<file path="config.mk">
export PLATFORM = sky130hd
export DESIGN_NAME = sah_sequencer
export DESIGN_NICKNAME = d
export VERILOG_FILES = /design/src/rtl/sah_pkg.sv /design/src/rtl/sah_sequencer.sv
export VERILOG_INCLUDE_DIRS = /design/src /design/src/rtl
export SDC_FILE = /design/constraint.sdc
export NUM_CORES = 1
export LEC_CHECK = 0
export ABC_AREA = 1
export BUFFER_PORTS_ARGS = -buffer_cell sky130_fd_sc_hd__buf_2
export CAP_MARGIN = 20
export CORE_ASPECT_RATIO = 0.9
export CORE_UTILIZATION = 50
export DETAILED_ROUTE_END_ITERATION = 6
export GPL_TIMING_DRIVEN = 0
export PLACE_DENSITY_LB_ADDON = 0.05
export SLEW_MARGIN = 40
export SYNTH_ARGS = -nofsm -noshare
export SYNTH_HDL_FRONTEND = slang
export SYNTH_SLANG_ARGS = --single-unit
</file>
<file path="constraint.sdc">
create_clock -name i_core_clk -period 2.4 [get_ports i_core_clk]
set_input_delay 0.24 -clock i_core_clk [delete_from_list [all_inputs] [get_ports i_core_clk]]
set_output_delay 0.24 -clock i_core_clk [all_outputs]
set_load 0.02 [all_outputs]
</file>
<file path="src/rtl/sah_params.svh">
// Constants of the host-port and conversion sequencer.
// Included by every design file that needs them; the package does not include it.
`ifndef SAH_PARAMS_SVH
`define SAH_PARAMS_SVH

// Setup byte field positions
`define SAH_F_CHAN_HI   4
`define SAH_F_CHAN_LO   0
`define SAH_F_UNSIGNED  5
`define SAH_F_RES8      6
`define SAH_F_LEFT      7
`define SAH_SETUP_RST   8'h00

// Half-rate periods of acquisition
`define SAH_ACQ_HALF    4'h3

// Half-rate cycles of conversion per resolution
`define SAH_CONV_8      4'h8
`define SAH_CONV_8S     4'h9
`define SAH_CONV_10     4'hA
`define SAH_CONV_10S    4'hB

// Result word and buffer
`define SAH_WORD_W      16
`define SAH_FIFO_DEPTH  8
`define SAH_WORD_BITS   5'h10

// Trial bit of the first magnitude decision
`define SAH_MSB_TRIAL   10'h200

// Common channel of pseudo-differential mode
`define SAH_PSEUDO_COM  3'h7

`endif

</file>
<file path="src/rtl/sah_pkg.sv">
// Types of the host-port and conversion sequencer.
// Assumes sah_params.svh is on the include path.
package sah_pkg;

  typedef enum logic [1:0] {SAH_MUX_DIFF, SAH_MUX_SINGLE, SAH_MUX_PSEUDO} sah_mux_mode_type;

  typedef enum logic [1:0] {SAH_IDLE, SAH_ACQ, SAH_CONV, SAH_STORE} sah_seq_type;

  // Setup byte, bit 7 down to bit 0
  typedef struct packed {
    logic       left_just;
    logic       res_8;
    logic       unsgn;
    logic [4:0] chan_addr;
  } sah_setup_type;

  typedef struct packed {
    sah_mux_mode_type mode;
    logic [2:0]       pos;
    logic [2:0]       neg;
  } sah_mux_sel_type;

  // Strobes, active high after inversion
  typedef struct packed {
    logic sel;
    logic wr;
    logic rd;
  } sah_strobe_type;

  typedef struct packed {
    sah_strobe_type  s1;
    sah_strobe_type  s2;
    logic [7:0]      db1;
    logic [7:0]      db2;
    logic            wr_act_d;
    logic            rd_act_d;
    logic            wr_rd;
    sah_setup_type   stage;
    sah_setup_type   setup;
    sah_setup_type   conv_setup;
    sah_mux_sel_type mux;
    logic            req;
    logic            div;
    sah_seq_type     seq;
    logic [3:0]      hcnt;
    logic [3:0]      step;
    logic [9:0]      code;
    logic [9:0]      trial;
    logic [9:0]      dac;
    logic            sign;
    logic            in_neg;
    logic [15:0]     out_word;
    logic            out_full;
    logic            byte2;
    logic            done;
    logic [7:0]      db_out;
  } sah_top_state_type;

endpackage

</file>
<file path="src/rtl/sah_sequencer.sv">
// Host port, conversion sequencer and result buffer of a APPROXIMATION_REGISTER converter.
// Assumes host strobes and data arrive asynchronously; comparator inputs
// come from logic on i_core_clk.
// Behaviour
// - CS and WR low together capture the bus byte as the setup word.
// - Setup bits 0 to 4 form the five-bit channel address.
// - Setup bit 5 selects unsigned or signed results.
// - Setup bit 6 selects 8-bit or 10-bit resolution.
// - Setup bit 7 selects left or right justification.
// - Rising write strobe sets the conversion request flag.
// - Acquisition starts at the next half-rate clock falling edge after request.
// - Acquisition lasts three half-rate periods, six device clocks.
// - Input is held and conversion begins right after acquisition.
// - Conversion takes 8, 9, 10 or 11 half-rate cycles per resolution.
// - A request in the rising half-rate phase adds one device clock.
// - Done is asserted only on a half-rate falling edge.
// - Done goes low when a result is available.
// - First read drives byte one; read falling edge returns done high.
// - Second read drives byte two.
// - A new request is accepted before the second byte is read.
// - CS, WR and RD all low start a conversion keeping setup.
// - Host accesses need no relation to the device clock.
// - Request is set by whichever ends the write first, WR or CS.
// - Raw result is formatted to resolution, sign mode and justification.
// - Unsigned mode with positive input below negative gives zero.
// - Channel address selects differential, single-ended or pseudo-differential.
`include "sah_params.svh"
`timescale 1ns/100ps
`default_nettype none

module sah_fifo
#(
  parameter int W = `SAH_WORD_W,
  parameter int D = `SAH_FIFO_DEPTH
)
(
  input  wire logic         i_core_clk,
  input  wire logic         i_arst_n,
  input  wire logic         i_in_valid,
  output logic              o_in_ready,
  input  wire logic [W-1:0] i_in_data,
  output logic              o_out_valid,
  input  wire logic         i_out_ready,
  output logic [W-1:0]      o_out_data
);

  localparam int AW = $clog2(D);

  typedef struct packed {
    logic [D-1:0][W-1:0] mem;
    logic [AW-1:0]       wp;
    logic [AW-1:0]       rp;
    logic [AW:0]         cnt;
  } sah_fifo_state_type;

  sah_fifo_state_type st_r;
  sah_fifo_state_type st_nxt;
  logic               push;
  logic               pop;

  // Full when the count reaches the depth
  assign o_in_ready  = (st_r.cnt != (AW+1)'(D));
  assign o_out_valid = (st_r.cnt != '0);
  assign o_out_data  = st_r.mem[st_r.rp];
  assign push        = i_in_valid & o_in_ready;
  assign pop         = o_out_valid & i_out_ready;

  always_comb
  begin
    st_nxt = st_r;
    if (push)
    begin
      st_nxt.mem[st_r.wp] = i_in_data;
      st_nxt.wp           = st_r.wp + AW'(1);
    end
    if (pop)
    begin
      st_nxt.rp = st_r.rp + AW'(1);
    end
    st_nxt.cnt = st_r.cnt + (AW+1)'(push) - (AW+1)'(pop);
  end

  always_ff @(posedge i_core_clk or negedge i_arst_n)
  begin
    if (!i_arst_n)
    begin
      st_r <= '0;
    end
    else
    begin
      st_r <= st_nxt;
    end
  end

endmodule

module sah_sequencer
(
  input  wire logic                    i_core_clk,
  input  wire logic                    i_arst_n,
  input  wire logic                    i_cs_n,
  input  wire logic                    i_wr_n,
  input  wire logic                    i_rd_n,
  input  wire logic [7:0]              i_db_in,
  input  wire logic                    i_cmp_bit,
  input  wire logic                    i_in_neg,
  output logic [7:0]                   o_db_out,
  output logic                         o_db_oe_n,
  output logic                         o_int_n,
  output var sah_pkg::sah_mux_sel_type o_mux_sel,
  output logic                         o_track,
  output logic                         o_hold,
  output logic [9:0]                   o_dac_code,
  output logic                         o_half_clk
);
  import sah_pkg::*;

  sah_top_state_type st_r;
  sah_top_state_type nx;
  logic              wr_act;
  logic              rd_act;
  logic              wr_end;
  logic              fall;
  logic [3:0]        nsteps;
  logic [15:0]       rj_word;
  logic [15:0]       fmt_word;
  logic              fifo_in_ready;
  logic              fifo_out_valid;
  logic              fifo_out_ready;
  logic [15:0]       fifo_out_data;

  function automatic logic [3:0] conv_steps(input sah_setup_type s);
    logic [3:0] n;
    n = `SAH_CONV_10S;
    unique case ({s.res_8, s.unsgn})
      2'b11: n = `SAH_CONV_8;
      2'b10: n = `SAH_CONV_8S;
      2'b01: n = `SAH_CONV_10;
      2'b00: n = `SAH_CONV_10S;
    endcase
    return n;
  endfunction

  function automatic sah_mux_sel_type mux_decode(input logic [4:0] a);
    sah_mux_sel_type m;
    m.mode = SAH_MUX_DIFF;
    m.pos  = a[2:0];
    m.neg  = {a[2:1], ~a[0]};
    if (a[3] && a[4])
    begin
      m.mode = SAH_MUX_PSEUDO;
      m.neg  = `SAH_PSEUDO_COM;
    end
    else if (a[3])
    begin
      m.mode = SAH_MUX_SINGLE;
      m.neg  = 3'h0;
    end
    return m;
  endfunction

  assign wr_act = st_r.s2.sel & st_r.s2.wr;
  assign rd_act = st_r.s2.sel & st_r.s2.rd;
  // Write ends when WR or CS rises, as seen after sync
  assign wr_end = st_r.wr_act_d & ~wr_act;
  assign fall   = st_r.div;
  assign nsteps = conv_steps(st_r.conv_setup);

  always_comb
  begin
    rj_word = {6'h00, st_r.code};
    // Signed results carry sign bits above the magnitude
    unique case ({st_r.conv_setup.res_8, st_r.conv_setup.unsgn})
      2'b11: rj_word = {8'h00, st_r.code[9:2]};
      2'b10: rj_word = {{8{st_r.sign}}, st_r.code[9:2]};
      2'b01: rj_word = {6'h00, st_r.code};
      2'b00: rj_word = {{6{st_r.sign}}, st_r.code};
    endcase
    if (st_r.conv_setup.unsgn && st_r.in_neg)
    begin
      rj_word = 16'h0000;
    end
    // Left justification puts the top result bit at bit 15
    fmt_word = rj_word;
    if (st_r.conv_setup.left_just)
    begin
      fmt_word = rj_word << (`SAH_WORD_BITS - {1'b0, nsteps});
    end
  end

  assign fifo_out_ready = fall & ~st_r.out_full;

  sah_fifo
  #(
    .W (`SAH_WORD_W),
    .D (`SAH_FIFO_DEPTH)
  )
  u_fifo
  (
    .i_core_clk  (i_core_clk),
    .i_arst_n    (i_arst_n),
    .i_in_valid  (st_r.seq == SAH_STORE),
    .o_in_ready  (fifo_in_ready),
    .i_in_data   (fmt_word),
    .o_out_valid (fifo_out_valid),
    .i_out_ready (fifo_out_ready),
    .o_out_data  (fifo_out_data)
  );

  always_comb
  begin
    nx = st_r;
    // Two-stage synchronisers for host pins
    nx.s1       = {~i_cs_n, ~i_wr_n, ~i_rd_n};
    nx.s2       = st_r.s1;
    nx.db1      = i_db_in;
    nx.db2      = st_r.db1;
    nx.wr_act_d = wr_act;
    nx.rd_act_d = rd_act;

    // Setup capture
    if (wr_act)
    begin
      if (rd_act)
      begin
        nx.wr_rd = 1'b1;
      end
      else if (!st_r.wr_rd)
      begin
        nx.stage = sah_setup_type'(st_r.db2);
      end
    end
    if (wr_end)
    begin
      if (!st_r.wr_rd)
      begin
        nx.setup = st_r.stage;
      end
      nx.wr_rd = 1'b0;
    end
    nx.mux = mux_decode(st_r.setup.chan_addr);

    // Half-rate divider
    nx.div = ~st_r.div;

    // Sequencer
    unique case (st_r.seq)
      SAH_IDLE:
      begin
        if (fall && st_r.req)
        begin
          nx.seq        = SAH_ACQ;
          nx.hcnt       = 4'h0;
          nx.req        = 1'b0;
          nx.conv_setup = st_r.setup;
        end
      end
      SAH_ACQ:
      begin
        if (fall)
        begin
          nx.hcnt = st_r.hcnt + 4'h1;
          if (st_r.hcnt == `SAH_ACQ_HALF - 4'h1)
          begin
            nx.seq    = SAH_CONV;
            nx.step   = 4'h0;
            nx.code   = 10'h000;
            // Signed runs spend the first decision on the sign
            nx.trial  = 10'h000;
            if (st_r.conv_setup.unsgn)
            begin
              nx.trial = `SAH_MSB_TRIAL;
            end
            nx.sign   = 1'b0;
            nx.in_neg = i_in_neg;
          end
        end
      end
      SAH_CONV:
      begin
        if (fall)
        begin
          nx.step = st_r.step + 4'h1;
          if (st_r.trial == 10'h000)
          begin
            nx.sign  = i_cmp_bit;
            nx.trial = `SAH_MSB_TRIAL;
          end
          else
          begin
            nx.code  = st_r.code | (i_cmp_bit ? st_r.trial : 10'h000);
            nx.trial = st_r.trial >> 1;
          end
          if (st_r.step == nsteps - 4'h1)
          begin
            nx.seq = SAH_STORE;
          end
        end
      end
      SAH_STORE:
      begin
        // Waits here while the buffer is full
        if (fifo_in_ready)
        begin
          nx.seq = SAH_IDLE;
        end
      end
    endcase
    nx.dac = nx.code | nx.trial;

    // Request set wins over the clear above
    if (wr_end)
    begin
      nx.req = 1'b1;
    end

    // Result output stage
    if (rd_act && !st_r.rd_act_d)
    begin
      nx.done = 1'b0;
    end
    if (!rd_act && st_r.rd_act_d && st_r.out_full)
    begin
      nx.byte2 = ~st_r.byte2;
      if (st_r.byte2)
      begin
        nx.out_full = 1'b0;
      end
    end
    if (fifo_out_ready && fifo_out_valid)
    begin
      nx.out_word = fifo_out_data;
      nx.out_full = 1'b1;
      nx.byte2    = 1'b0;
      nx.done     = 1'b1;
    end
    // Byte one is the high half, byte two the low half
    nx.db_out = nx.out_word[15:8];
    if (nx.byte2)
    begin
      nx.db_out = nx.out_word[7:0];
    end
  end

  always_ff @(posedge i_core_clk or negedge i_arst_n)
  begin
    if (!i_arst_n)
    begin
      st_r <= '0;
    end
    else
    begin
      st_r <= nx;
    end
  end

  // Status and phase outputs
  assign o_db_out   = st_r.db_out;
  assign o_db_oe_n  = ~rd_act;
  assign o_int_n    = ~st_r.done;
  assign o_mux_sel  = st_r.mux;
  assign o_track    = (st_r.seq == SAH_ACQ);
  assign o_hold     = (st_r.seq == SAH_CONV);
  assign o_dac_code = st_r.dac;
  assign o_half_clk = st_r.div;

endmodule

`default_nettype wire

</file>
# Word level (Yosys, flattened, before mapping)
# Index checks and enable logic that the tools add are counted.
[word_totals] latchBits=0 ff_bits=261 mem_bits_ro=0 out_inout_bits=31 ram_bits=0 n_memories=0
[classes] n_reduce_logical=34 mul=0 shift=1 div=0 n_eq_ne=16 n_mux=46 addsub=8 bitwise=19 order_cmp=3
[op_table] op="$bwmux W128" count=1
[op_table] op="$mux W16" count=4
[op_table] op="$pmux W16 S4" count=1
[op_table] op="$bmux W16 S3" count=1
[op_table] op="$demux W16 S3" count=1
[op_table] op="$mux W24" count=2
[op_table] op="$pmux W24 S2" count=1
[op_table] op="$mux W10" count=4
[op_table] op="$mux W30" count=1
[op_table] op="$mux W8" count=3
[op_table] op="$or A10 B10 Y10" count=2
[op_table] op="$mux W19" count=1
[op_table] op="$reduce_bool A2 Y1" count=9
[op_table] op="$mux W2" count=8
[op_table] op="$pmux W4 S4" count=1
[op_table] op="$shl A16 B5 Y16" count=1
[op_table] op="$not A1 Y1" count=11
[op_table] op="$logic_not A10 Y1" count=1
[op_table] op="$mux W1" count=10
[op_table] op="$ne A2 B1 Y1 const B" count=5
[op_table] op="$reduce_and A2 Y1" count=5
[op_table] op="$mux W9" count=1
[op_table] op="$reduce_and A3 Y1" count=3
[op_table] op="$add A4 B1 Y4 const B" count=2
[op_table] op="other kinds (26)" count=48

# Depth between registers and ports, before layout
[logic_depth] ltp_word=7 mapped_depth=14 ltp_nobuf=14

# Hierarchy
# Synthesis repeated with hierarchy kept, for this count alone.
[hier_totals] hier_cells=1730 area_unflattened_um2=13744.4
[modules_own_cells] mod="sah_fifo" cells_per_inst=1076 n_inst=1 seq_area_each_um2=3453.3 area_each_um2=8050.2
[modules_own_cells] mod="sah_sequencer" cells_per_inst=654 n_inst=1 seq_area_each_um2=3078.0 area_each_um2=5694.2

# Worst setup path before layout
# OpenSTA, ideal clock, no wires.
[synth_path] path_kind="register to register" startpoint="reg u_fifo.st_r[2] (netlist name)" endpoint="reg u_fifo.st_r[2] (netlist name)" t_arrival_ps=2116 n_path_buf=1 slack_ps=162 path_stages_with_launch=12 path_cell_list="dfrtp_1 -> inv_1 -> ha_1 -> nor3b_1 -> nor3_4 -> buf_4 -> ha_1 -> inv_1 -> ha_1 -> inv_1 -> fa_1 -> xnor2_1"
[synth_rtl] item="from (decl)" line_no="sah_sequencer.sv:56" source="sah_fifo_state_type st_r;"
[synth_rtl] item="from (signal assigned)" line_no="sah_sequencer.sv:91" source="st_r <= st_nxt;"

==> flow_summary.yaml <==
place:
  place_area_sq_um: 12600
  place_inst: 1730
  hpwl_mm: 20.9
  io_buffers: 45
  gp_congestion: 0.873
timing:
  setup_viol: 0
  tns_ns: 0
  clock.fmax_ghz: 0.443
  maxSlewViolCount: 0
  fin_crit_sh_pct: 94.0
  tightest_slew_ns: 0.652
  finClkSkew_ns: 0.0248
  slew_headroom_pct: 56.5
  hold_viol_final: 0
  min_period_ns: 2.26
setup_path:
  worstPathCellList: "inv_1, ha_1, nor3b_2, nor3_4, buf_4, nor2_2, inv_1, nand2_1, nand2_1"
  path_class: "register to register"
  critPathArrivalTime_ns: 2.69
  cpPeakStageDelay_ns: 0.50
  timing.critical_path.from_type: "register"
  cp.required_ns: 2.84
  worstPathMaxFanout: 10
  setup.worst_path.end_class: "register"
  critical-path-slowest-cell: "nor2_2"
power:
  vdd_drop_max_mv: 0.672
  power_density_nw_per_um2: 1210
  total_power_mw: 16.8
  power_leakage_nw: 7.07
global_routing:
  grt_pass1_wl_mm: 48.3
  grt_pass1_vias: 9089
  overflow: 0
  grt_use_total_pct: 25.3
  grt_max_degree: 74
  antenna_found_initial: 0
drt:
  viasPerCell: 5.27
  postRouteAntennaNets: 0
  drtIter0Drc: 778
  firstDrtPassIters: 5
  routed_wl_mm: 29.2
  vias: 9482
  wl_per_cell_um: 16.2
  drc: 0
die:
  start_util_pct: 50.9
  num_rows: 53
  coreArea_sq_um: 23300
  floorplan.die_area_sq_um: 24400
  io_pins: 46
  die_h_um: 148
  die_x_um: 165
finish:
  syn2layout_area_growth_pct: 16.6
  drive_above_1_share_pct: 13.6
  n_antenna_cell: 0
  layout.cells.non_filler: 1800
  design_area_sq_um: 13900
  utilization_pct: 59.4
  nets: 1512
  filler_cell_count: 2130
  multiInputGateArea_sq_um: 4530
  seqCellArea_sq_um: 6530
logic_synthesis:
  syn_area_per_cell_sq_um: 8.62
  yosysSeqAreaShare_pct: 55.0
  yosysTopAreaCellShare_pct: 55.0
  synthTopCellsByArea: "dfrtp_1 (55%), nand2_1 (13%), o21ai_0 (5.7%)"
  syn_inst: 1379
  synth_area_leader_cell: "dfrtp_1"
  ys_ff_latch: 261
  syn_area_sq_um: 11900
  ys_warn_count: 0
  syn_nets: 1416
  synth_cell_types: 40
clock_network:
  clkLatencyLatePin_ns: 0.57
  cts_sinks: 261
  clock_path_buffers: 3
  cts_tree: "done"
  clkTransAtPathRegs_ns: 0.06
  htree_num_levels: 1
  clock-root-buffer: "clkbuf_16"
  cts_buffers: 29
outcome:
  outcome: "finished clean"
flow_run:
  maxCapViolCount: 0
hold_path:
  hold_path_class: "input port to asynchronous set/reset pin"
## flip-flops by register name, summed over array words and instances (netlist names), named ones only
| signal | cells |
|---|---|
| u_fifo.st_r | 138 |
| st_r | 81 |
| o_dac_code | 10 |
| o_db_out | 8 |
| o_mux_sel | 8 |
| nx | 14 |
| o_half_clk | 1 |
## Yosys cell counts, drive strengths merged
library cell / count
nor3b: 1
buf: 59
nand2: 413
fa: 1
nor3: 3
nand4: 3
inv: 99
o22ai: 20
a21oi: 15
nor2: 148
clkinv: 1
a22oi: 2
nand3b: 1
o211ai: 33
ha: 21
dfrtp: 261
mux2: 1
clkbuf: 23
a31oi: 18
o21ai: 153
or2: 10
nand3: 83
xnor2: 3
xor2: 7
## cell type report
| cell class | instances | share of cell area (%) |
|---|---|---|
| inverter | 100 | 2.71 |
| timing repair buffer | 65 | 3.61 |
| multi-input combinational | 936 | 32.7 |
| clock inverter | 14 | 1.72 |
| tap | 302 | 2.73 |
| sequential | 261 | 47.1 |
| buffer | 82 | 3.45 |
| clock buffer | 40 | 5.97 |
## power breakdown
part           total (mW)  leakage (nW)  internal, mW  switching [mW]
sequential           5.76          3.44          5.28           0.476
combinational        6.17          3.10          2.01            4.16
clock                4.88         0.529          3.06            1.82
## cells by family after synthesis
kind of cell | share of synthesized area, %
simple gates | 23.3
compound gates | 11.4
xor+xnor | 0.737
mux | 0.0948
flops | 55.0
buf+inv | 7.13
fa+ha+maj | 2.38
## per-layer routing
metal / GRT usage [%] / up-vias / share of wire (%)
met5: 0 / - / 0
met4: 5.37 / 0 / 1.8
met3: 2.76 / 44 / 4.9
met2: 38.2 / 239 / 44
met1: 39.4 / 4569 / 49
li1: - / 4630 / -
## stage by stage
| stage | hold WS [ns] | setup slack (ns) |
|---|---|---|
| 2_1_floorplan | -0.0556 | 0.162 |
| 3_3_place_gp | 0.333 | -3.73 |
| 3_5_place_dp | 0.0564 | -0.114 |
| 4_1_cts | 0.0729 | 0.0482 |
| 5_1_grt | 0.101 | -0.000200 |
| 6_report | 0.0818 | 0.144 |
## timing repair
action                                  in CTS  in global routing
gates resized for setup                      4                  4
endpoints found under the setup margin      26                 44
gates cloned                                 0                  0
pin swaps                                    1                  0
hold buffers                                14                  0
setup buffers                                1                  1
hold endpoints to repair                   163                  0
## worst max-delay path, delay by kind of cell (launching register included)
| kind | cells | cell delay (ns) |
|---|---|---|
| and+or+nand+nor | 5 | 1.08 |
| buffers and inverters | 3 | 0.53 |
| DFF | 1 | 0.36 |
| adders and majority gates | 1 | 0.14 |
## cells in the final DEF, fill, tap and decap left out, types with 10 or more instances in the layout
master / netlist / routed
nand2_1: 407 / 407
dfrtp_1: 261 / 260
nor2_1: 140 / 140
o21ai_0: 135 / 135
inv_1: 87 / 87
nand3_1: 76 / 76
buf_2: 25 / 69
o211ai_1: 33 / 33
buf_4: 31 / 32
clkbuf_16: 0 / 29
clkbuf_1: 22 / 25
ha_1: 21 / 21
o22ai_1: 20 / 20
a31oi_1: 18 / 18
o21ai_1: 16 / 16
dlygate4sd3_1: 0 / 14
a21oi_1: 14 / 13
inv_2: 12 / 12
or2_1: 10 / 10
## path summary, 6_finish.rpt
kind,slack (ns),depth (start not counted),end,from
max,0.14,9,o_db_out[0],u_fifo.st_r[2]
min,0.08,2,o_dac_code[0],i_arst_n
max reg2reg,0.14,9,o_db_out[0],u_fifo.st_r[2]
min reg2reg,0.35,0,st_r[124],nx[124]
max in group asynchronous,1.13,5,st_r[97],i_arst_n
min in group i_core_clk,0.31,2,nx[112],i_db_in[6]
No activity file was read; power rests on OpenSTA's default activity.
